==> src/hdl/bps_pkg.sv <==
// Package for the primary status flag bank: offsets, bit positions, types
package bps_pkg;

   // Register map (byte addresses, 32-bit words)
   localparam logic [7:0] BPS_CMD_STAT_OFS = 8'h04;
   localparam logic [7:0] BPS_CAP_PTR_OFS  = 8'h34;
   localparam logic [7:0] BPS_CTRL_OFS     = 8'h40;

   // Command half bits
   localparam int BPS_CMD_PERR_EN   = 6;
   localparam int BPS_CMD_SERR_EN   = 8;
   localparam int BPS_CMD_INT_DIS   = 10;

   // Status half bits (positions within the 32-bit word)
   localparam int BPS_ST_INT_PEND   = 19;
   localparam int BPS_ST_CAP_LIST   = 20;
   localparam int BPS_ST_66MHZ      = 21;
   localparam int BPS_ST_FBB        = 23;
   localparam int BPS_ST_MDPE       = 24;
   localparam int BPS_ST_TSEL_LO    = 25;
   localparam int BPS_ST_STA        = 27;
   localparam int BPS_ST_RTA        = 28;
   localparam int BPS_ST_RMA        = 29;
   localparam int BPS_ST_SSE        = 30;
   localparam int BPS_ST_DPE        = 31;

   // Target select timing codes
   localparam logic [1:0] BPS_TSEL_FAST   = 2'h0;
   localparam logic [1:0] BPS_TSEL_MEDIUM = 2'h1;

   // Reset values
   localparam logic [15:0] BPS_CMD_RST     = 16'h0000;
   localparam logic [7:0]  BPS_CAP_PTR_RST = 8'h00;
   localparam logic [5:0]  BPS_ERR_RST     = 6'h00;

   // Writable command bits
   localparam logic [15:0] BPS_CMD_WMASK   = 16'h0547;

   // Event strobes from the primary interface logic
   typedef struct packed {
      logic poisoned_cpl_rx;   // forward: poisoned completion received
      logic poisoned_wr_tx;    // forward: outgoing write poisoned
      logic ca_cpl_tx;         // forward: completed with completer abort
      logic ca_cpl_rx;         // forward: completer-abort completion received
      logic ur_cpl_rx;         // forward: unsupported-request completion rx
      logic err_msg_tx;        // forward: fatal/non-fatal message sent
      logic poisoned_tlp_rx;   // forward: any poisoned TLP detected
      logic rd_data_perr;      // reverse: parity error on read data/split rsp
      logic wr_perr_seen;      // reverse: parity error pin seen on write
      logic split_msg_perr;    // reverse: split completion msg reports perr
      logic tgt_abort_sig;     // reverse: signaled target abort as target
      logic tgt_abort_det;     // reverse: target abort detected as master
      logic mst_abort_det;     // reverse: master abort detected as master
      logic serr_req;          // reverse: request to assert system error
      logic addr_data_perr;    // reverse: address/data parity error seen
   } bps_event_t;

   typedef struct packed {
      logic reverse;           // 1: reverse bridge, 0: forward bridge
      logic prim_pci_mode;     // 1: primary runs conventional PCI
   } bps_strap_t;

endpackage : bps_pkg

==> src/hdl/bps_flag.sv <==
// One sticky write-one-to-clear status flag
`timescale 1ns/1ps
module bps_flag (
   input  wire logic clk,     // Configuration clock
   input  wire logic rst_b,   // Asynchronous reset, active low
   input  wire logic set,     // Event that sets the flag
   input  wire logic clr,     // Software writes one to this bit
   output logic      flag_q   // Flag state
);
   logic flag_d;

   always_comb begin
      // Set beats clear so a coincident event is not lost
      flag_d = set | (flag_q & ~clr);
   end

   always_ff @(posedge clk or negedge rst_b) begin
      if (!rst_b) begin
         flag_q <= 1'b0;
      end else begin
         flag_q <= flag_d;
      end
   end
endmodule // bps_flag

==> src/hdl/bps_status.sv <==
// Primary command/status word of the bridge configuration header
//
// Summary of operation
// Bit 19 shows pending legacy interrupt request
// Bit 20 always one; list pointer at 34h
// Bit 21 zero forward, one reverse
// Bit 23 one only reverse with PCI primary
// Forward: poisoned completion or poisoning sets 24
// Reverse: three parity events set bit 24
// Bit 24 setting gated by parity response enable
// Bits 26:25 read 00 forward, 01 reverse
// Forward: completer-abort completion sent sets 27
// Reverse: signaled target abort sets 27
// Forward: completer-abort completion received sets 28
// Reverse: detected target abort sets 28
// Forward: unsupported-request completion sets 29
// Reverse: detected master abort sets 29
// Forward: error message sent sets 30
// Reverse: system error output asserted sets 30
// System error output needs command bit 8
// Forward: poisoned packet detected sets 31
// Reverse: address/data parity error sets 31
// Error flags sticky, write one clears
// Reserved bits read zero, ignore writes
`timescale 1ns/1ps
module bps_status
   import bps_pkg::*;
(
   input  wire logic             clk,           // Configuration clock
   input  wire logic             rst_b,         // Async reset, active low
   input  wire logic [7:0]       reg_addr,      // Byte address
   input  wire logic [31:0]      reg_wdata,     // Write data
   input  wire logic             reg_wr,        // Write strobe
   input  wire logic             reg_rd,        // Read strobe
   output logic      [31:0]      reg_rdata,     // Read data, cycle after
   input  wire bps_pkg::bps_strap_t strap,      // Direction and mode straps
   input  wire bps_pkg::bps_event_t evt,        // One-cycle event strobes
   input  wire logic             intx_pending,  // Legacy request pending
   output logic                  perr_resp_en,  // Command bit 6
   output logic                  intx_disable,  // Command bit 10
   output logic                  system_error_out_n // Primary system error
);
   import bps_pkg::*;

   logic [15:0] cmd_q, cmd_d;
   logic [7:0]  cap_ptr_q, cap_ptr_d;
   logic [31:0] rdata_q, rdata_d;
   logic        serr_q, serr_d;
   logic        int_pend_q, int_pend_d;
   logic        rev, fwd;
   logic        wr_stat, wr_cap;
   logic [5:0]  err_set;
   logic [5:0]  err_clr;
   logic [5:0]  err_q;
   logic [31:0] stat_word;

   assign rev     = strap.reverse;
   assign fwd     = ~strap.reverse;
   assign wr_stat = reg_wr && (reg_addr == BPS_CMD_STAT_OFS);
   assign wr_cap  = reg_wr && (reg_addr == BPS_CAP_PTR_OFS);

   // Command half and capability pointer
   always_comb begin
      cmd_d     = cmd_q;
      cap_ptr_d = cap_ptr_q;
      if (wr_stat) begin
         cmd_d = reg_wdata[15:0] & BPS_CMD_WMASK;
      end
      if (wr_cap) begin
         cap_ptr_d = reg_wdata[7:0];
      end
   end

   always_ff @(posedge clk or negedge rst_b) begin
      if (!rst_b) begin
         cmd_q     <= BPS_CMD_RST;
         cap_ptr_q <= BPS_CAP_PTR_RST;
      end else begin
         cmd_q     <= cmd_d;
         cap_ptr_q <= cap_ptr_d;
      end
   end

   assign perr_resp_en = cmd_q[BPS_CMD_PERR_EN];
   assign intx_disable = cmd_q[BPS_CMD_INT_DIS];

   // Interrupt status follows the pending request; system error output
   always_comb begin
      int_pend_d = intx_pending;
      // Only driven in reverse mode and only with enable set
      serr_d = rev & evt.serr_req & cmd_q[BPS_CMD_SERR_EN];
   end

   always_ff @(posedge clk or negedge rst_b) begin
      if (!rst_b) begin
         int_pend_q <= 1'b0;
         serr_q     <= 1'b0;
      end else begin
         int_pend_q <= int_pend_d;
         serr_q     <= serr_d;
      end
   end

   assign system_error_out_n = ~serr_q;

   // Set conditions, index 0..5 = bits 24,27,28,29,30,31
   always_comb begin
      err_set[0] = cmd_q[BPS_CMD_PERR_EN] &
                   ((fwd & (evt.poisoned_cpl_rx |
                            evt.poisoned_wr_tx)) |
                    (rev & (evt.rd_data_perr | evt.wr_perr_seen |
                            evt.split_msg_perr)));
      err_set[1] = (fwd & evt.ca_cpl_tx) |
                   (rev & evt.tgt_abort_sig);
      err_set[2] = (fwd & evt.ca_cpl_rx) |
                   (rev & evt.tgt_abort_det);
      err_set[3] = (fwd & evt.ur_cpl_rx) |
                   (rev & evt.mst_abort_det);
      // Flag follows the actual pin assertion, one cycle after request
      err_set[4] = (fwd & evt.err_msg_tx) |
                   serr_q;
      err_set[5] = (fwd & evt.poisoned_tlp_rx) |
                   (rev & evt.addr_data_perr);
      err_clr    = {6{wr_stat}} &
                   {reg_wdata[BPS_ST_DPE], reg_wdata[BPS_ST_SSE],
                    reg_wdata[BPS_ST_RMA], reg_wdata[BPS_ST_RTA],
                    reg_wdata[BPS_ST_STA], reg_wdata[BPS_ST_MDPE]};
   end

   genvar g;
   generate
      for (g = 0; g < 6; g++) begin : g_flag
         bps_flag u_flag (
            .clk    (clk),
            .rst_b  (rst_b),
            .set    (err_set[g]),
            .clr    (err_clr[g]),
            .flag_q (err_q[g])
         );
      end
   endgenerate

   // Assemble the word; reserved bits stay zero
   always_comb begin
      stat_word = 32'h0000_0000;
      stat_word[15:0]             = cmd_q;
      stat_word[BPS_ST_INT_PEND]  = int_pend_q;
      stat_word[BPS_ST_CAP_LIST]  = 1'b1;
      stat_word[BPS_ST_66MHZ]     = rev;
      stat_word[BPS_ST_FBB]       = rev & strap.prim_pci_mode;
      stat_word[BPS_ST_MDPE]      = err_q[0];
      stat_word[BPS_ST_TSEL_LO +: 2]   = rev ? BPS_TSEL_MEDIUM
                                             : BPS_TSEL_FAST;
      stat_word[BPS_ST_DPE -: 5]  = err_q[5:1];
   end

   always_comb begin
      rdata_d = 32'h0000_0000;
      if (reg_rd) begin
         case (reg_addr)
            BPS_CMD_STAT_OFS: rdata_d = stat_word;
            BPS_CAP_PTR_OFS:  rdata_d = {24'h00_0000, cap_ptr_q};
            default:          rdata_d = 32'h0000_0000;
         endcase
      end
   end

   always_ff @(posedge clk or negedge rst_b) begin
      if (!rst_b) begin
         rdata_q <= 32'h0000_0000;
      end else begin
         rdata_q <= rdata_d;
      end
   end

   assign reg_rdata = rdata_q;
endmodule // bps_status

==> config.mk <==
export PLATFORM = sky130hd
export DESIGN_NAME = bps_status
export DESIGN_NICKNAME = d
export VERILOG_FILES = /design/src/hdl/bps_pkg.sv /design/src/hdl/bps_flag.sv /design/src/hdl/bps_status.sv
export SDC_FILE = /design/constraint.sdc
export NUM_CORES = 1
export LEC_CHECK = 0
export BUFFER_PORTS_ARGS = -buffer_cell sky130_fd_sc_hd__buf_2
export CORE_ASPECT_RATIO = 1.25
export CORE_UTILIZATION = 30
export DETAILED_ROUTE_END_ITERATION = 7
export PLACE_DENSITY = 0.67
export SLEW_MARGIN = 5
export SYNTH_ARGS = -nofsm -noshare
export SYNTH_HDL_FRONTEND = slang
export SYNTH_SLANG_ARGS = --single-unit
==> constraint.sdc <==
create_clock -name clk -period 2.1 [get_ports clk]
set_input_delay 0.63 -clock clk [delete_from_list [all_inputs] [get_ports clk]]
set_output_delay 0.63 -clock clk [all_outputs]
set_load 0.1 [all_outputs]
# Word-level counts from Yosys, hierarchy flattened
# Cells that the tools add are included.
[op_classes]
multipliers = 0
n_shift = 0
mux = 3
div = 0
order_cmp = 0
reduce_logical = 2
eq_ne = 2
n_bitwise = 45
add_sub_neg = 0
[ops]
columns = ["op", "count"]
rows = [
  ["$pmux 32 s2", 1],
  ["$mux 32", 1],
  ["$and 1x1->1", 21],
  ["$or 1x1->1", 15],
  ["$eq 8x3->1 const B", 1],
  ["$eq 8x6->1 const B", 1],
  ["$not 1->1", 8],
  ["$and 6x6->6", 1],
  ["$logic_and 1x1->1", 2],
  ["$mux 1", 1],
]
[totals]
memories = 0
out_inout_bits = 35
regBits = 54
mem_bits_ro = 0
elab_cells = 63
ramBits = 0
latch_bits = 0

# Logic depth before layout (Yosys ltp)
# Gate-level depths: netlist (run 1).
[depth]
word_depth = 6
ltp_mapped = 5
depth_no_buf = 3

# Modules after synthesis
# A second synthesis (run 1) with hierarchy kept.
[unflattened]
cells_unflattened = 136
hier_area_um2 = 1746.7
[modules_own_cells]
columns = ["mod", "cells_each", "n_inst", "area_each_um2"]
rows = [
  ["bps_status", 118, 1, 1529.0],
  ["bps_flag", 3, 6, 36.3],
]

# Least setup slack after synthesis (run 1)
# Ideal clock, no wire load.
[synth_timing]
path_type = "register to output"
from = "register rdata_q[25], in the netlist reg_rdata[25]"
to = "output port reg_rdata[25]"
slack_ps = 146
path_stages_with_launch = 2
n_path_buf = 1
required_ps = 1470
arrival_ps = 1324
cell_sequence = "dfrtp_1 buf_4"
[synth_lines]
columns = ["element", "line", "rtl"]
rows = [
  ["start: declaration", "bps_status.sv:47", "logic [31:0] rdata_q, rdata_d;"],
  ["start signal: assignment", "bps_status.sv:172", "rdata_q <= rdata_d;"],
  ["end: declaration", "bps_status.sv:35", "output logic [31:0] reg_rdata,"],
]
# No word-level cell between the ends.

# Final worst setup path (run 1)
[layout_timing]
from = "register cmd_q[6]"
to = "output port perr_resp_en"
[layout_lines]
columns = ["element", "line", "rtl"]
rows = [
  ["start: declaration", "bps_status.sv:45", "logic [15:0] cmd_q, cmd_d;"],
  ["start signal: assignment", "bps_status.sv:79", "cmd_q <= cmd_d;"],
  ["end: declaration", "bps_status.sv:39", "output logic perr_resp_en,"],
]
# No word-level cell between the ends.

==> results of run 1 <==
power by group:
group	internal, uW	total [uW]	switching (uW)	leakage (uW)
Clock	229	482	253	0.0000383
Sequential	823	830	6.92	0.000551
Combinational	50.6	200	149	0.000640
Total	1100	1510	409	0.00123
layer usage:
layer / vias to the layer above / wire [microns] / track usage
met1: 545 / 1440 / 0.130
met3: 4 / 225 / 0.0405
met5: - / 0 / 0
met2: 53 / 1580 / 0.183
met4: 0 / 28 / 0.0491
li1: 569 / - / -
metrics by stage:
stage               setup WS (ns)  power [uW]
global placement            0.145        1040
floorplan                   0.146         993
global route                0.287        1590
CTS                         0.315        1530
finish                      0.339        1510
detailed placement          0.138        1050
registers in the layout (all words and copies together), names as in the netlist:
register	count
reg_rdata	20
cap_ptr_q	8
cmd_q	6
g_flag.u_flag.flag_q	6
int_pend_q	1
serr_q	1
cell families after synthesis:
kind of cell	Yosys count	synth area share
DFF	42	0.606
muxes	14	0.0910
other	1	0.00216
AOI/OAI and AO/OA	16	0.0722
and+or+nand+nor	36	0.146
buffers and inverters	23	0.0823
cells in the final DEF (no fill, tap or decap), types with 2 or more instances in the layout:
cell | netlist | layout
buf_2 | 0 | 69
dfrtp_1 | 42 | 42
clkbuf_8 | 0 | 5
and2_1 | 5 | 5
mux2_2 | 14 | 14
and4_2 | 2 | 2
nor3_1 | 2 | 2
and2_2 | 10 | 10
buf_4 | 12 | 3
conb_1 | 1 | 11
o21ai_0 | 4 | 4
clkbuf_1 | 2 | 2
nor2b_1 | 5 | 5
inv_1 | 7 | 7
nor2_1 | 2 | 2
a211o_1 | 5 | 5
a22o_2 | 4 | 4
nand2_1 | 4 | 4
nand4_1 | 2 | 2
cell type report:
type	count	area [sq um]	share of cell area
Timing Repair Buffer	72	368	0.169
Tap cell	64	80.1	0.0368
Clock buffer	7	76.3	0.0350
Multi-Input combinational cell	77	577	0.265
Sequential cell	42	1050	0.482
Inverter	7	26.3	0.0121
path summary, 6_finish.rpt:
| check | from | to | slack, ns | cells past startpoint |
|---|---|---|---|---|
| min reg2reg | int_pend_q$_DFF_PN0_ | reg_rdata[19]$_DFF_PN0_ | 0.46 | 1 |
| min | rst_b | reg_rdata[27]$_DFF_PN0_ | 0.40 | 2 |
| max | cmd_q[6]$_DFFE_PN0N_ | perr_resp_en | 0.34 | 1 |
| min in group clk | intx_pending | int_pend_q$_DFF_PN0_ | 0.45 | 1 |
| max reg2reg | g_flag[0].u_flag.flag_q$_DFF_PN0_ | g_flag[0].u_flag.flag_q$_DFF_PN0_ | 1.19 | 2 |
| max in group asynchronous | rst_b | cap_ptr_q[0]$_DFFE_PN0P_ | 1.35 | 2 |
==> impl_metrics.yaml, run 1 <==
sta:
  tns_ns: 0
  worst_pin_slew_ns: 0.513
  setup_viol: 0
  rsz0062_at_grt: "no"
  final-hold-violation-count: 0
  min_period_ns: 1.76
  slew_violations: 0
  timing.hold.ws_ns: 0.402
  period_share: 0.839
  maxSlewHeadroom: 0.658
  skew_ns: 0.000778
  fmax_mhz: 568
final_layout:
  fin_util: 0.397
  drive_above_1_share: 0.537
  stdcell_count: 269
  nFillCells: 538
  final_cell_area_sq_um: 2180
  nets: 267
  diodes: 0
  area.growth.synth_to_final_pct: 25.7
placement:
  portBuffers: 69
  dpl_cell_area_sq_um: 2100
  place.detailed.hpwl_mm: 2.39
  gp_congestion: 0.630
  dp_cells: 262
yosys:
  synth_top_area_frac: 0.606
  yosys.cell_types.count: 26
  synth_edf_count: 0
  synth-seq-area-share: 0.606
  synth_area_leaders: "dfrtp_1 (61%), mux2_2 (9.1%), buf_4 (5.2%)"
  synthDominantAreaCellType: "dfrtp_1"
  netlist_area_sq_um: 1730
  dominantRegCellSynth: "dfrtp_1"
  netlist_top_cells_count: "dfrtp_1 (42), mux2_2 (14), buf_4 (12)"
  syn_inst: 132
  synthArstFlopShare: 1.00
  ys_seq_elements: 42
  yosysWarnings: 0
  avgSynthCellArea_sq_um: 13.1
  post-synth-top-count-cell: "dfrtp_1"
hold_path:
  holdCritPathClass: "input port to asynchronous set/reset pin"
route:
  drt-pass1-iter-count: 4
  num_vias: 1171
  viasPerCell: 4.35
  wl_per_cell_microns: 12.2
  drt_iter0_markers: 73
  postRouteAntennaNets: 0
  drcViolationCount: 0
  postRouteWirelength_mm: 3.28
clocking:
  cts_hold_buf: 0
  post_cts_resized: 0
  path_clk_slew_ns: 0.07
  post_cts_buffers: 0
  cts_num_sinks: 42
  numCtsBuffers: 5
  htreeDepth: 2
  tritoncts: "yes"
  cts_root_buf: "clkbuf_8"
  cts_max_path_buffers: 2
  clk-insertion-delay-late_ns: 0.28
floorplan:
  die-height_microns: 87.0
  io_pins: 97
  die_w_microns: 70.0
  rows: 30
  core_sq_um: 5480
  start_util: 0.316
  die_area_sq_um: 6090
critical_path:
  cp_max_fo: 4
  slowest_stage: "buf_2"
  path_buf_inv: 1
  path_cells: "buf_2"
  arrival_ns: 1.13
  critical_path_class: "register to output port"
  startpoint_type: "register"
  worstPathRequired_ns: 1.47
  critPathTopFamily: "buffers and inverters"
  cpPeakStageDelay_ns: 0.45
  worstSetupEndpointType: "output port"
power_and_ir_drop:
  ir_worst_vdd_v: 0.000251
  p_leak_uw: 0.00123
  cellPowerDensity_nw_per_um2: 694
run_status:
  outcome: "finished clean"
job:
  cap_violations: 0
global_routing:
  grt_antenna_before_repair: 0
  grt_pass1_wl_mm: 4.91
  grt_pass1_vias: 1036
  grt_overflow: 0
  grt.total_usage: 0.111
  grt_max_degree: 43
Power figures use the tool's default switching activity.
==> run 2, diff against run 1 <==
- clock period: 2.1 -> 1.7 ns (I/O delays scaled with it)
==> impl_metrics.yaml, run 2 (same netlist as run 1, synthesis figures left out) <==
run_status:
  outcome: "finished clean"
final_layout:
  drive_above_1_share: 0.553
  area.growth.synth_to_final_pct: 30.0
  final_cell_area_sq_um: 2250
  final_common_cell: "buf_2"
  final_cell_mix: "buf_2 (69), dfrtp_1 (41), mux2_2 (14), conb_1 (11), and2_2 (10)"
  largest_reg_flops: 20
  nFillCells: 529
  diodes: 0
  nets: 269
  fin_util: 0.411
power_and_ir_drop:
  power.internal_uw: 1520
  ir_worst_vdd_v: 0.000319
  p_sw_uw: 522
  power_frac_comb: 0.123
  clock_power_share: 0.375
  cellPowerDensity_nw_per_um2: 906
  p_seq_frac: 0.502
  p_leak_uw: 0.00126
  p_sw_frac: 0.256
clocking:
  cts_root_buf: "clkbuf_8"
  cts_num_sinks: 42
  tritoncts: "yes"
  clk-insertion-delay-late_ns: 0.29
  cts_hold_buf: 0
  post_cts_buffers: 0
  path_clk_slew_ns: 0.08
  post_cts_resized: 0
  htreeDepth: 2
  numCtsBuffers: 5
  cts_max_path_buffers: 2
critical_path:
  critPathTopFamily: "buffers and inverters"
  arrival_ns: 1.13
  startpoint_type: "register"
  slowest_stage: "buf_2"
  worstSetupEndpointType: "output port"
  critical_path_class: "register to output port"
  path_buf_inv: 2
  worstPathRequired_ns: 1.19
  cp_max_fo: 2
  path_cells: "inv_1, buf_2"
  cpPeakStageDelay_ns: 0.41
sta:
  rsz0062_at_grt: "no"
  period_share: 0.965
  final-hold-violation-count: 0
  min_period_ns: 1.64
  setup_viol: 0
  timing.hold.ws_ns: 0.189
  skew_ns: 0.00900
  slew_violations: 0
  fmax_mhz: 609
job:
  cap_violations: 0
floorplan:
  rows: 30
  die_w_microns: 70.0
  start_util: 0.316
  io_pins: 97
  core_sq_um: 5480
  die-height_microns: 87.0
  die_area_sq_um: 6090
global_routing:
  grt_antenna_before_repair: 0
  grt.total_usage: 0.114
  grt_overflow: 0
  grt_pass1_vias: 1156
  grt_pass1_wl_mm: 5.31
  grt_max_degree: 43
route:
  wl_per_cell_microns: 11.7
  num_vias: 1195
  viasPerCell: 4.39
  drt-pass1-iter-count: 4
  drt_iter0_markers: 29
  postRouteWirelength_mm: 3.19
  drcViolationCount: 0
  postRouteAntennaNets: 0
placement:
  portBuffers: 69
  dpl_cell_area_sq_um: 2140
  gp_congestion: 0.642
hold_path:
  holdCritPathClass: "input port to asynchronous set/reset pin"
[run 2: cell types whose count changed in the layout (fill, tap and decap cells not counted), sizes merged]
cell,previous run,this run
clkbuf,7,6
clkinvlp,0,1
bufinv,0,1
buf,72,74
[run 2: power groups by stage]
| stage | sequential [uW] | combinational (uW) | clock, uW |
|---|---|---|---|
| 2_1_floorplan | 1060 | 164 | 0 |
| 3_3_place_gp | 1040 | 251 | 0 |
| 3_5_place_dp | 1040 | 254 | 0 |
| 4_1_cts | 1020 | 255 | 800 |
| 5_1_grt | 1030 | 271 | 854 |
| 6_report | 1020 | 251 | 766 |
[run 2: final timing paths]
path,start,endpoint,slack (ns),cells past startpoint
min in group clk,intx_pending,int_pend_q$_DFF_PN0_,0.33,1
worst max register to register,g_flag[0].u_flag.flag_q$_DFF_PN0_,g_flag[0].u_flag.flag_q$_DFF_PN0_,0.82,2
max in group asynchronous,rst_b,reg_rdata[25]$_DFF_PN0_,1.30,2
worst min register to register,int_pend_q$_DFF_PN0_,reg_rdata[19]$_DFF_PN0_,0.46,1
worst max-delay path,serr_q$_DFF_PN0_,system_error_out_n,0.06,2
worst min-delay path,rst_b,reg_rdata[5]$_DFF_PN0_,0.19,2
[run 2: routing by layer]
metal	GRT usage	vias to the layer above	share of wire
met5	0	-	0
met4	0.0436	0	0.014
met3	0.0347	5	0.070
met2	0.201	53	0.49
met1	0.129	565	0.42
li1	-	572	-
[run 2: area by class of cell]
cell class	instances	area, sq um	area share
inverter	7	26.3	0.0117
clock inverter	2	37.5	0.0167
multi-input combinational	77	577	0.256
sequential	42	1050	0.467
clock buffer	6	72.6	0.0322
timing repair buffer	74	408	0.181
tap	64	80.1	0.0355
[run 2: per-stage QoR]
step	TNS (ns)	cells	total power, uW	setup WS [ns]
CTS	0	272	2080	0.0356
global placement	-0.437	264	1290	-0.0725
finish	0	272	2040	0.0588
global route	0	272	2150	0.00753
floorplan	0	142	1230	0.128
detailed placement	-0.574	264	1300	-0.0673
